[config.mk]
export PLATFORM = sky130hd
export DESIGN_NAME = scl_special_lines
export DESIGN_NICKNAME = d
export VERILOG_FILES = /design/src/scl_pkg.sv /design/src/scl_chan_path.sv /design/src/scl_special_lines.sv
export SDC_FILE = /design/constraint.sdc
export NUM_CORES = 1
export LEC_CHECK = 0
export BUFFER_PORTS_ARGS = -buffer_cell sky130_fd_sc_hd__buf_2
export CORE_AREA = 2 2 44 56
export CTS_CLUSTER_DIAMETER = 60
export CTS_CLUSTER_SIZE = 30
export DETAILED_ROUTE_END_ITERATION = 6
export DIE_AREA = 0 0 46 58
export PLACE_DENSITY = 0.69
export SYNTH_ARGS = -nofsm -noshare
export SYNTH_HDL_FRONTEND = slang
export SYNTH_HIERARCHICAL = 1
export SYNTH_SLANG_ARGS = --single-unit
[constraint.sdc]
create_clock -name clk_sys -period 1.3 [get_ports clk_sys]
set_input_delay 0.26 -clock clk_sys [delete_from_list [all_inputs] [get_ports clk_sys]]
set_output_delay 0.26 -clock clk_sys [all_outputs]
set_load 0.02 [all_outputs]
[src/scl_pkg.sv]
// Purpose: constants and carriers for the serial-controller special lines
// Assumes: one clock, synchronous active-high reset
// Notes: register indices follow the serial controller's own numbering
// Overview of operation
// - loop-back disables every frontplane receiver
// - ctrl0 A reg5 bit7 set asserts loop_n
// - loop-back deasserted after reset
// - sense high without hood, else lamp complement
// - ctrl0 reg0 bit5 reads sense, 1=grounded
// - reset sense low with hood, high without
// - ctrl0 A ready drives request two low
// - ctrl0 B ready drives request zero low
// - ready requests float after reset
// - ctrl1 B reg5 bit7 set lights lamp
// - hood lamp off after reset
// - no other modem lines used
// - loop-back feeds each transmit to receive
// - one loop control for all eight channels
package scl_pkg;
	// address: [4]=controller, [3]=channel B, [2:0]=register number
	localparam logic [4:0] ADDR_C0A_WR5 = 5'h05;
	localparam logic [4:0] ADDR_C0A_RR0 = 5'h00;
	localparam logic [4:0] ADDR_C0B_WR5 = 5'h0D;
	localparam logic [4:0] ADDR_C1B_WR5 = 5'h1D;
	// own choice: ready-mode control register per channel (register 1)
	localparam logic [4:0] ADDR_C0A_WR1 = 5'h01;
	localparam logic [4:0] ADDR_C0B_WR1 = 5'h09;
	localparam int BIT_LOOP = 7;
	localparam int BIT_LAMP = 7;
	localparam int BIT_SENSE = 5;
	localparam int BIT_RDY_EN = 6;
	localparam logic RST_LOOP = 1'b0;
	localparam logic RST_LAMP = 1'b0;
	localparam logic RST_RDY_EN = 1'b0;
	localparam logic RST_RDY_LVL = 1'b0; // ready level held after reset
	localparam logic [7:0] RST_RDATA = 8'h00; // read answer after reset
	localparam int NUM_CHAN = 8;
	// register bus request
	typedef struct packed {
		logic [4:0] addr;
		logic [7:0] wdata;
		logic wr;
		logic rd;
	} scl_bus_t;
	// per-channel line pair
	typedef struct packed {
		logic txd;
		logic rxd;
	} scl_line_t;
endpackage : scl_pkg

[src/scl_chan_path.sv]
// Purpose: one channel's receive path with loop-back selection
// Assumes: loop and line levels synchronous to clk_sys
// Notes: receiver isolated while loop-back is on
module scl_chan_path (
	// control
	input wire logic loopOn,
	// line side
	input wire logic extRxd,
	input wire logic txd,
	// controller side
	output logic rxd,
	output logic rcvEn
);
	// transmit wraps straight to receive while looping
	assign rxd = loopOn ? txd : extRxd;
	// receiver enable drops so outside data cannot leak in
	assign rcvEn = ~loopOn;
endmodule : scl_chan_path

[src/scl_special_lines.sv]
// Purpose: special control and sense lines of the serial controllers
// Assumes: plain register port, read data one cycle after read strobe
// Notes: ready outputs are three-state; enable high drives the pin
//
// The placing of the registers and strobed register access were decided locally.
module scl_special_lines (
	// clock and reset
	input wire logic clk_sys,
	input wire logic srst,
	input wire logic clkEn,
	// register port
	input wire scl_pkg::scl_bus_t bus,
	output logic [7:0] rdData,
	// channel lines
	input wire logic [scl_pkg::NUM_CHAN-1:0] chanTxd,
	input wire logic [scl_pkg::NUM_CHAN-1:0] lineRxd,
	output logic [scl_pkg::NUM_CHAN-1:0] chanRxd,
	output logic [scl_pkg::NUM_CHAN-1:0] rcvEn,
	// special lines
	output logic loop_n,
	output logic hood_lamp_n,
	input wire logic hoodSense_n,
	// ready handshakes from the controllers' channel logic
	input wire logic readyA,
	input wire logic readyB,
	output logic dma_ready_req_a_n,
	output logic dma_ready_req_a_oe,
	output logic dma_ready_req_b_n,
	output logic dma_ready_req_b_oe
);
	import scl_pkg::*;

	// the block sits between the card processor's register port and a few
	// spare modem pins of the serial controllers; every control bit lives
	// here as one flip-flop so the pins never glitch on a partial write
	// limitation: registers other than the mapped ones are not modelled,
	// so a write to them is silently dropped and a read returns zero
	// trade-off: ready pins are registered, which costs one cycle of
	// latency on the request line but keeps them free of input hazards
	// clock enable low freezes every flip-flop; reset still wins

	logic loop_q; // loop-back control bit
	logic lamp_q; // hood lamp control bit
	logic rdyEnA_q; // channel A ready mode
	logic rdyEnB_q; // channel B ready mode
	logic [7:0] rdData_q; // read answer
	logic ctrl_ready_out_a_n_q; // registered ready levels
	logic ctrl_ready_out_b_n_q;
	logic wrHit;

	// a write counts only on an enabled edge; reads gate on clkEn below
	// hazard: without this gate a frozen block would still take writes
	assign wrHit = clkEn && bus.wr;

	// loop-back bit; reset leaves it off
	always_ff @(posedge clk_sys) begin
		if (srst) begin
			loop_q <= RST_LOOP;
		end else if (wrHit && bus.addr == ADDR_C0A_WR5) begin
			loop_q <= bus.wdata[BIT_LOOP];
		end
	end

	// hood lamp bit; reset leaves lamp dark
	always_ff @(posedge clk_sys) begin
		if (srst) begin
			lamp_q <= RST_LAMP;
		end else if (wrHit && bus.addr == ADDR_C1B_WR5) begin
			lamp_q <= bus.wdata[BIT_LAMP];
		end
	end

	// ready-mode enables; floating until programmed
	always_ff @(posedge clk_sys) begin
		if (srst) begin
			rdyEnA_q <= RST_RDY_EN;
			rdyEnB_q <= RST_RDY_EN;
		end else if (wrHit) begin
			if (bus.addr == ADDR_C0A_WR1) begin
				rdyEnA_q <= bus.wdata[BIT_RDY_EN];
			end else if (bus.addr == ADDR_C0B_WR1) begin
				rdyEnB_q <= bus.wdata[BIT_RDY_EN];
			end
		end
	end

	// ready levels registered so the pins come from flip-flops
	always_ff @(posedge clk_sys) begin
		if (srst) begin
			ctrl_ready_out_a_n_q <= RST_RDY_LVL;
			ctrl_ready_out_b_n_q <= RST_RDY_LVL;
		end else if (clkEn) begin
			ctrl_ready_out_a_n_q <= readyA;
			ctrl_ready_out_b_n_q <= readyB;
		end
	end

	// read port; only the sense bit is mapped, the rest reads zero
	always_ff @(posedge clk_sys) begin
		if (srst) begin
			rdData_q <= RST_RDATA;
		end else if (clkEn) begin
			rdData_q <= 8'h00;
			if (bus.rd && bus.addr == ADDR_C0A_RR0) begin
				// grounded line reads 1, pulled-up reads 0
				rdData_q[BIT_SENSE] <= ~hoodSense_n;
			end
		end
	end

	assign rdData = rdData_q;
	// active-low outputs straight from control bits
	assign loop_n = ~loop_q;
	assign hood_lamp_n = ~lamp_q;
	// request pins pulled low while channel ready, released otherwise
	assign dma_ready_req_a_n = ~ctrl_ready_out_a_n_q;
	assign dma_ready_req_a_oe = rdyEnA_q;
	assign dma_ready_req_b_n = ~ctrl_ready_out_b_n_q;
	assign dma_ready_req_b_oe = rdyEnB_q;
	// no other modem pins exist on this block

	// one loop bit fans out to all channels
	// limitation: no channel can be looped alone; the single control bit
	// is shared on purpose so a self-test always isolates the whole card
	genvar gi;
	generate
		for (gi = 0; gi < NUM_CHAN; gi++) begin : gChan
			scl_chan_path uPath (
				.loopOn(loop_q),
				.extRxd(lineRxd[gi]),
				.txd(chanTxd[gi]),
				.rxd(chanRxd[gi]),
				.rcvEn(rcvEn[gi])
			);
		end
	endgenerate

	// mask of the only mapped bit in the status byte
	localparam logic [7:0] SENSE_MASK = 8'h01 << BIT_SENSE;
endmodule : scl_special_lines

# Yosys cells after proc, flatten, opt, wreduce, memory -nomap -nowiden
# Index checks and enable logic that the tools add are counted.
[totals]
memories = 0
rom_bits = 0
ram_bits = 0
latch_bits = 0
reg_bits = 7
out_inout_bits = 30
in_bits = 37
word_cells = 33
[op_classes]
addsub = 0
div = 0
bitwise_logic = 6
n_lt_le_gt_ge = 0
reduce_logical = 7
n_mux = 9
n_shift = 0
mul = 0
n_eq_ne = 4
[op_table]
columns = ["cell", "count"]
rows = [
  ["2-to-1 mux 1 bit", 9],
  ["NOT 1 bit", 6],
  ["equality test 5 x 1 -> 1 bit, second input constant", 1],
  ["equality test 5 x 3 -> 1 bit, second input constant", 1],
  ["equality test 5 x 4 -> 1 bit, second input constant", 1],
  ["equality test 5 bit, second input constant", 1],
  ["zero test 5 bit", 1],
  ["logical AND 1 bit", 4],
  ["AND reduction 3 bit", 1],
  ["AND reduction 2 bit", 1],
]

# Logic depth before layout (Yosys ltp)
# Gate-level depths: netlist (run 1).
[logic_depth]
ltp_word = 3
depth_mapped = 4
mapped_depth_nobuf = 3

# Cells and area by module
# The synthesis (run 1) kept the hierarchy.
[by_module_without_submodules]
columns = ["module", "n_inst", "cells_each", "seq_area_each_um2", "area_per_inst_um2"]
rows = [
  ["scl_special_lines", 1, 47, 140.1, 437.9],
  ["scl_chan_path", 8, 2, 0.0, 18.8],
]

# Least setup slack after synthesis (run 1)
# No wires, ideal clock.
[synth_path]
path_type = "register to output"
startpoint = "reg loop_q"
endpoint = "out chanRxd[0] (netlist name)"
t_required_ns = 1.040
arrival_time_ns = 1.086
path_slack_ns = -0.046
n_path_buf = 0
path_stages_with_launch = 2
path_cell_list = "dfxtp_1 mux2_4"
[synth_between]
elab_chain_len = 1
[synth_rtl]
columns = ["item", "line_no", "text"]
rows = [
  ["start, declared", "scl_special_lines.sv:42", "logic loop_q;"],
  ["start signal, assigned", "scl_special_lines.sv:60", "loop_q <= bus.wdata[BIT_LOOP];"],
  ["2-to-1 mux 1 bit", "scl_chan_path.sv:15", "assign rxd = loopOn ? txd : extRxd;"],
  ["end, declared", "scl_special_lines.sv:17", "output logic [scl_pkg::NUM_CHAN-1:0] chanRxd,"],
]
# Every way passes these cells.

# Worst setup path after layout (run 1)
[layout_path]
startpoint = "reg loop_q"
endpoint = "out chanRxd[3] (netlist name)"
# The elaborated chain is that of the path after synthesis.

==> results of run 1 <==
-- cell usage in the layout, fill, tap and decap left out, types with 2 or more instances in the layout --
cell,n
sky130_fd_sc_hd__mux2_4,8
sky130_fd_sc_hd__nand2b_1,8
sky130_fd_sc_hd__inv_1,6
sky130_fd_sc_hd__dfxtp_1,6
sky130_fd_sc_hd__mux2i_1,6
sky130_fd_sc_hd__buf_2,37
sky130_fd_sc_hd__conb_1,7
sky130_fd_sc_hd__nor4_2,2
sky130_fd_sc_hd__inv_2,7
sky130_fd_sc_hd__buf_6,17
sky130_fd_sc_hd__nor2_1,2
sky130_fd_sc_hd__clkbuf_4,3
sky130_fd_sc_hd__buf_4,2
-- worst max-delay path by stage --
| stage | startpoint | end | slack [ns] | depth (start not counted) |
|---|---|---|---|---|
| floorplan | loop_q | chanRxd[0] | 0.15 | 1 |
| global placement | loop_q | chanRxd[7] | 0.09 | 3 |
| detailed placement | loop_q | chanRxd[7] | 0.09 | 3 |
| CTS | loop_q | chanRxd[7] | -0.17 | 3 |
| global route | loop_q | chanRxd[3] | -0.18 | 3 |
| finish | loop_q | chanRxd[3] | -0.14 | 3 |
-- sequential cells by signal, summed over array words and instances, names as in the netlist --
| name | count |
|---|---|
| loop_q | 1 |
| ctrl_ready_out_a_n_q | 1 |
| dma_ready_req_a_oe | 1 |
| rdData | 1 |
| lamp_q | 1 |
| ctrl_ready_out_b_n_q | 1 |
| dma_ready_req_b_oe | 1 |
-- routing by layer --
metal  track usage [%]  vias up  part of all wire, %
met5                 0        -                    0
met4              6.12        0                    0
met3              2.49        0                   11
met2              20.0       42                   55
met1              9.54      273                   34
li1                  -      311                    -
-- Yosys cell counts --
cell type	count
sky130_fd_sc_hd__inv_1	13
sky130_fd_sc_hd__mux2_4	8
sky130_fd_sc_hd__dfxtp_1	7
sky130_fd_sc_hd__a21oi_1	1
sky130_fd_sc_hd__nand4_2	1
sky130_fd_sc_hd__buf_6	1
sky130_fd_sc_hd__nor3_2	1
sky130_fd_sc_hd__nor2_1	2
sky130_fd_sc_hd__nor4b_1	1
sky130_fd_sc_hd__nor3b_2	1
sky130_fd_sc_hd__conb_1	1
sky130_fd_sc_hd__buf_4	7
sky130_fd_sc_hd__nand3_1	1
sky130_fd_sc_hd__nand2b_1	8
sky130_fd_sc_hd__nor4_2	2
sky130_fd_sc_hd__nand3_2	1
sky130_fd_sc_hd__mux2i_1	6
sky130_fd_sc_hd__nor3_1	1
-- power groups by stage --
stage	registers [mW]	logic (mW)	clock network (mW)
after floorplan	0.226	0.107	0
after global placement	0.225	0.160	0
after detailed placement	0.226	0.165	0
after CTS	0.221	0.166	0.208
after global routing	0.219	0.200	0.219
final	0.219	0.187	0.194
-- cell families (layout without fill, tap and decap cells) --
group | count (synthesis) | in the layout | synth area share [%]
buffers and inverters | 21 | 75 | 19.1
AND/OR/NAND/NOR | 19 | 19 | 24.9
multiplexers | 14 | 14 | 30.6
flip-flops | 7 | 7 | 23.8
other | 1 | 7 | 0.638
AO/OA/AOI/OAI | 1 | 1 | 0.850
-- per-stage QoR --
step | area, um2 | setup slack, ns | util [%] | TNS (ns)
5_1_grt | 1040 | -0.182 | 48.7 | -2.32
6_report | 1040 | -0.142 | 48.7 | -1.70
4_1_cts | 907 | -0.173 | 42.4 | -1.44
3_5_place_dp | 860 | 0.0896 | 40.2 | 0
2_1_floorplan | 612 | 0.154 | - | 0
3_3_place_gp | 860 | 0.0931 | 40.2 | 0
-- worst max-delay path: cells and delay by family, from the launching register on --
| kind | cells | cell delay [ns] |
|---|---|---|
| buf+inv | 2 | 0.27 |
| flops | 1 | 0.37 |
| mux | 1 | 0.29 |
-- repair_timing --
item | 4_1_cts | 5_1_grt
gates cloned | 0 | 1
buffers inserted | 1 | 2
endpoints found under the setup margin | 8 | 13
pin swaps | 0 | 0
gates resized for setup | 5 | 36
-- area by class of cell --
class | count | share of cell area, %
clock buffers | 3 | 2.16
clock inverters | 1 | 0.481
inverters | 13 | 4.69
multi-input cells | 41 | 34.4
flip-flops and latches | 7 | 13.8
well taps | 21 | 2.52
repair buffers | 58 | 41.9
==> impl_results.rst, run 1 <==
.. list-table::
   :header-rows: 1

   * - Metric
     - Value
   * - Hold Buf Count CTS
     - 0
   * - Worst-Skew Late Latency
     - around 0.25 ns
   * - Sequential-to-total area share from yosys stat
     - 23.8%
   * - Residual DRC
     - 0
   * - Clock transition at the register clock pins on the worst setup and hold paths after CTS
     - roughly 0.060 ns
   * - Overall overflow remaining after global route
     - 0
   * - Sum of routed wire length over all layers
     - ~1800 um
   * - Largest net degree at the start of global routing
     - 14
   * - Synth Area per Inst
     - about 9.3 um2
   * - Worst path arrival time
     - ~1.2 ns
   * - Cell variety after synth
     - 18
   * - Total routing resource utilization after global routing
     - about a tenth
   * - Overall via count from detail_route
     - 626
   * - Nets
     - 161
   * - Final critical-path setup slack
     - -0.142 ns
   * - Area of the mapped netlist
     - approximately 590 um2
   * - Hold Slack
     - 0.257 ns
   * - Switch share
     - 29.7%
   * - Overall power after layout
     - about 600 uW
   * - Clock share of power
     - between 30% and 40%
   * - Total I/O pin count
     - 67
   * - Share of post-route cells with drive strength above 1
     - approximately two thirds
   * - Number of iterations in the first detailed-routing pass
     - 3
   * - CTS tree
     - built
   * - Area enclosed by the die boundary
     - between 2000 and 3000 um2
   * - Total of fill cells in the finished design
     - approximately 190
   * - Footprint of the multi-input gates
     - 358 um2
   * - Peak per-stage delay on the critical path
     - 0.37 ns
   * - Register-to-Register Path Depth
     - 2
   * - Gate power share
     - between 30% and 40%
   * - Die Y
     - around 58 um
   * - Number of cell rows
     - 19
   * - Slowest cell on the critical path
     - sky130_fd_sc_hd__dfxtp_4
   * - Share of the clock period used by the worst path
     - 111%
   * - Core ar.
     - approximately 2100 um2
   * - Type of the worst setup path
     - flip-flop to output port
   * - Die width
     - 46 um
   * - Sink of the worst hold path
     - rdData[5]
   * - Power density over the cells
     - ~580 nW/um2
   * - Min cycle time layout
     - between 1 and 1.5 ns
   * - Most area-consuming cells after synthesis
     - sky130_fd_sc_hd__dfxtp_1 (24%), sky130_fd_sc_hd__mux2_4 (20%), sky130_fd_sc_hd__mux2i_1 (10%)
   * - Critical path cell sequence
     - clkbuf_16, mux2_4, buf_6
   * - Critical Path Sink Type
     - output port
   * - Wire length of the first global-routing pass
     - a little over 2000 um
   * - VDD IR max
     - ~0.00034 V
   * - Placer's final routability congestion estimate
     - 0.702
   * - Number of failing hold endpoints at the final stage
     - 0
   * - Number of cells produced by synthesis
     - 63
   * - Type of element launching the critical path
     - flip-flop
   * - Cell type contributing the most total cell area after synthesis
     - sky130_fd_sc_hd__dfxtp_1
   * - Number of placed cells counting well taps
     - 136
   * - Internal power contribution
     - 422 uW
   * - Seq cells post-synth
     - 7
   * - Worst reg2reg path endpoint
     - loop_q
   * - Starting utilization of the core area
     - between 20% and 30%
   * - PortBufs
     - 53
   * - Area growth from synthesis to layout
     - 77.0%
   * - Clk sink count
     - 7
   * - Vias in the first global route
     - between 500 and 600
   * - Net load switching power
     - about 180 uW
   * - Total leakage power
     - between 0.4 and 0.5 nW
   * - TritonCTS Buffers
     - 3
   * - Worst reg2reg setup slack
     - 0.67 ns
   * - # setup viols final
     - 15
   * - Warnings, synthesis
     - 6
   * - Number of DRC markers in iteration 0
     - 8
   * - Antenna diode count
     - 0
   * - Class of the most critical hold timing path
     - primary input to flip-flop
   * - Critical path peak fanout
     - 5
   * - Cell count of the worst hold path
     - 2
   * - Per-cell via count in the routed design
     - between 4 and 5
   * - Outcome
     - finished with violations
   * - Portion of total power attributed to sequential cells
     - between 30 and 40%
   * - Startpoint of the most critical register-to-register path
     - loop_q
   * - Worst Clk Skew
     - 0 ns
   * - H-tree Lvls
     - 1
   * - Max-slew violations
     - 0
   * - Register area
     - 144 um2
   * - Wire length per cell after detailed routing
     - between 10 and 15 um
   * - Worst hold start
     - srst
   * - RSZ-0062 raised after global routing
     - true
   * - Highest attainable clock frequency
     - roughly 690 MHz
   * - Cell at the root of the clock tree
     - sky130_fd_sc_hd__clkbuf_4
   * - Max Cap Violations
     - 0
   * - Detailed placer's ending HPWL
     - between 1000 and 1500 um
   * - Worst endpoint required time
     - approximately 1.0 ns
   * - Area fraction of the dominant cell type after synthesis
     - about a quarter
   * - Number of antenna violations at the first check in global routing
     - 0
   * - Routed Antenna Nets
     - 0
   * - Clock tree buffer depth
     - 2
   * - Final instance count without filler cells
     - approximately 140
   * - Violations in the final reports
     - setup timing
No activity file was read; power rests on OpenSTA's default activity.
==> run 2, diff against run 1 <==
clock period = 1.23 ns   (was 1.3 ns; I/O delays follow)
==> run 2 against run 1 <==
  * The flow still finishes with violations (setup timing)
  * Wire length fell by 1.0%
  * Global-route usage fell by 0.74 points
  * Highest routed layer unchanged
  * First-iteration DRC count fell by 25%
==> impl_results.rst, run 2 (same netlist as run 1, synthesis figures left out) <==
.. list-table::
   :header-rows: 1

   * - Metric
     - Value
   * - Outcome
     - finished with violations
   * - Violations in the final reports
     - setup timing
   * - Placer's final routability congestion estimate
     - 0.702 (about the same)
   * - Clk sink count
     - 7 (unchanged)
   * - Area growth from synthesis to layout
     - 78.5%
   * - # setup viols final
     - 15 (unchanged)
   * - Overall power after layout
     - 636 uW (+5.9%)
   * - Routed Antenna Nets
     - 0 (unchanged)
   * - Die Y
     - 58 um (unchanged)
   * - Number of cell rows
     - 19 (unchanged)
   * - TritonCTS Buffers
     - 3 (unchanged)
   * - Number of antenna violations at the first check in global routing
     - 0 (unchanged)
   * - Detailed placer's ending HPWL
     - 1220 um (-4.6%)
   * - Overall via count from detail_route
     - 622 (-0.64%)
   * - Largest net degree at the start of global routing
     - 14 (unchanged)
   * - VDD IR max
     - 0.000380 V (+10%)
   * - Sum of routed wire length over all layers
     - 1810 um (-1.0%)
   * - Starting utilization of the core area
     - 27.5% (unchanged)
   * - Worst endpoint required time
     - 0.98 ns (-0.06 ns)
   * - Peak per-stage delay on the critical path
     - 0.37 ns (about the same)
   * - Commonest cells after routing, fill and taps aside
     - sky130_fd_sc_hd__buf_2 (36), sky130_fd_sc_hd__buf_6 (17), sky130_fd_sc_hd__nand2b_1 (8), sky130_fd_sc_hd__mux2_4 (8), sky130_fd_sc_hd__conb_1 (7)
   * - Slowest cell on the critical path
     - sky130_fd_sc_hd__dfxtp_4
   * - Wire length per cell after detailed routing
     - 12.6 um (-0.35%)
   * - Critical path peak fanout
     - 7 (+2)
   * - Power density over the cells
     - 606 nW/um2 (+5.0%)
   * - Clock tree buffer depth
     - 2 (unchanged)
   * - Vias in the first global route
     - 474 (-9.5%)
   * - Wire length of the first global-routing pass
     - 1930 um (-6.1%)
   * - H-tree Lvls
     - 1 (unchanged)
   * - Number of DRC markers in iteration 0
     - 6 (-2)
   * - Share of post-route cells with drive strength above 1
     - 67.2% (-1.1 points)
   * - Final critical-path setup slack
     - -0.218 ns (-0.0753 ns)
   * - Worst reg2reg setup slack
     - 0.60 ns (-0.07 ns)
   * - Class of the most critical hold timing path
     - primary input to flip-flop
   * - Max-slew violations
     - 0 (unchanged)
   * - Critical Path Sink Type
     - output port
   * - Total I/O pin count
     - 67 (unchanged)
   * - Type of the worst setup path
     - flip-flop to output port
   * - Most common cell after layout, fill and taps aside
     - sky130_fd_sc_hd__buf_2
   * - Hold Buf Count CTS
     - 0 (unchanged)
   * - Antenna diode count
     - 0 (unchanged)
   * - Startpoint of the most critical register-to-register path
     - loop_q
   * - Share of the clock period used by the worst path
     - 118%
   * - Worst path depth
     - 3 (unchanged)
   * - Per-cell via count in the routed design
     - 4.35 (about the same)
   * - Cell class contributing the biggest share of worst-path delay
     - flip-flops
   * - Core ar.
     - 2140 um2 (unchanged)
   * - Total routing resource utilization after global routing
     - 9.87% (-0.74 points)
   * - End of the critical path
     - chanRxd[0]
   * - Number of failing hold endpoints at the final stage
     - 0 (unchanged)
   * - Cell at the root of the clock tree
     - sky130_fd_sc_hd__clkbuf_4
   * - Min cycle time layout
     - 1.45 ns
   * - Footprint of the multi-input gates
     - 358 um2 (unchanged)
   * - Worst-Skew Late Latency
     - 0.24 ns (about the same)
   * - RSZ-0062 raised after global routing
     - true
   * - Max Cap Violations
     - 0 (unchanged)
   * - Highest attainable clock frequency
     - roughly 690 MHz
   * - Buffers & Inverters on Critical Path
     - 2 (unchanged)
   * - Clock transition at the register clock pins on the worst setup and hold paths after CTS
     - 0.05 ns (about the same)
   * - Worst Clk Skew
     - 0 ns (unchanged)
   * - Type of element launching the critical path
     - flip-flop
   * - Nets
     - 160 (-0.62%)
   * - Residual DRC
     - 0 (unchanged)
   * - Register-to-Register Path Depth
     - 2 (unchanged)
   * - Worst path arrival time
     - 1.20 ns (+0.02 ns)
   * - Launching element of the worst setup path
     - loop_q
   * - Critical path cell sequence
     - buf_12, mux2_4, buf_6
   * - Total of fill cells in the finished design
     - 191 (+2.7%)
   * - PortBufs
     - 53 (unchanged)
   * - Overall overflow remaining after global route
     - 0 (unchanged)
   * - Register area
     - 144 um2 (unchanged)
   * - Die width
     - 46 um (unchanged)
   * - Area enclosed by the die boundary
     - 2670 um2 (unchanged)
   * - Worst reg2reg path endpoint
     - loop_q
   * - Total leakage power
     - 0.491 nW (-0.12%)
   * - Final instance count without filler cells
     - 143 (-0.69%)
   * - CTS tree
     - built
   * - Number of iterations in the first detailed-routing pass
     - 4 (+1)
   * - Number of placed cells counting well taps
     - 136 (unchanged)
==> run 2: cell types whose count changed in the layout (fill, tap and decap cells not counted), sizes merged <==
| cell | previous run | this run |
|---|---|---|
| buf | 57 | 56 |
| clkbuf | 4 | 5 |
| clkinv | 1 | 0 |
==> run 2: worst reg2reg max path, delay by kind of cell, from the launching register on <==
kind | cells | cell delay [ns]
DFF | 1 | 0.37
and+or+nand+nor | 1 | 0.06
muxes | 1 | 0.12
==> run 2: timing repair <==
item                                    CTS  global route
pin swaps                                 0             0
setup buffers                             1             1
endpoints found under the setup margin    8            13
resized for setup                         5            42
cloned                                    0             1
==> run 2: final cells by class <==
type,count,area share [%]
clock buffers,4,2.50
inverters,13,5.36
multi-input cells,41,34.1
flip-flops and latches,7,13.7
well taps,21,2.50
repair buffers,57,41.8
==> run 2: power by group <==
group	internal, mW	leakage (nW)	switching (mW)
Clock	0.124	0.0150	0.0814
Combinational	0.0982	0.419	0.101
Sequential	0.230	0.0576	0.00227
==> run 2: how the worst min path moves through the flow <==
stage	from	end	slack, ns	cells after the start
detailed placement	rdData[5]	rdData[5]	0.46	2
global route	srst	rdData[5]	0.26	2
global placement	rdData[5]	rdData[5]	0.45	2
CTS	readyA	ctrl_ready_out_a_n_q	0.24	3
floorplan	srst	rdData[5]	0.32	1
finish	readyA	ctrl_ready_out_a_n_q	0.24	3
==> run 2: layer usage <==
metal | wire [um] | up-vias | track usage (%)
met1 | 637 | 271 | 9.89
met4 | 0 | 0 | 4.90
met3 | 204 | 0 | 3.12
li1 | - | 305 | -
met2 | 967 | 46 | 17.5
met5 | 0 | - | 0
==> run 2: stage by stage <==
step                instance area [um2]  utilization [%]  hold slack, ns  setup slack [ns]  TNS (ns)
floorplan                           612                -           0.315            0.0979         0
global placement                    860             40.2           0.452            0.0367         0
detailed placement                  860             40.2           0.461            0.0294         0
CTS                                 906             42.3           0.241            -0.233     -2.21
global route                       1050             49.1           0.255            -0.243     -2.46
finish                             1050             49.1           0.244            -0.218     -2.05
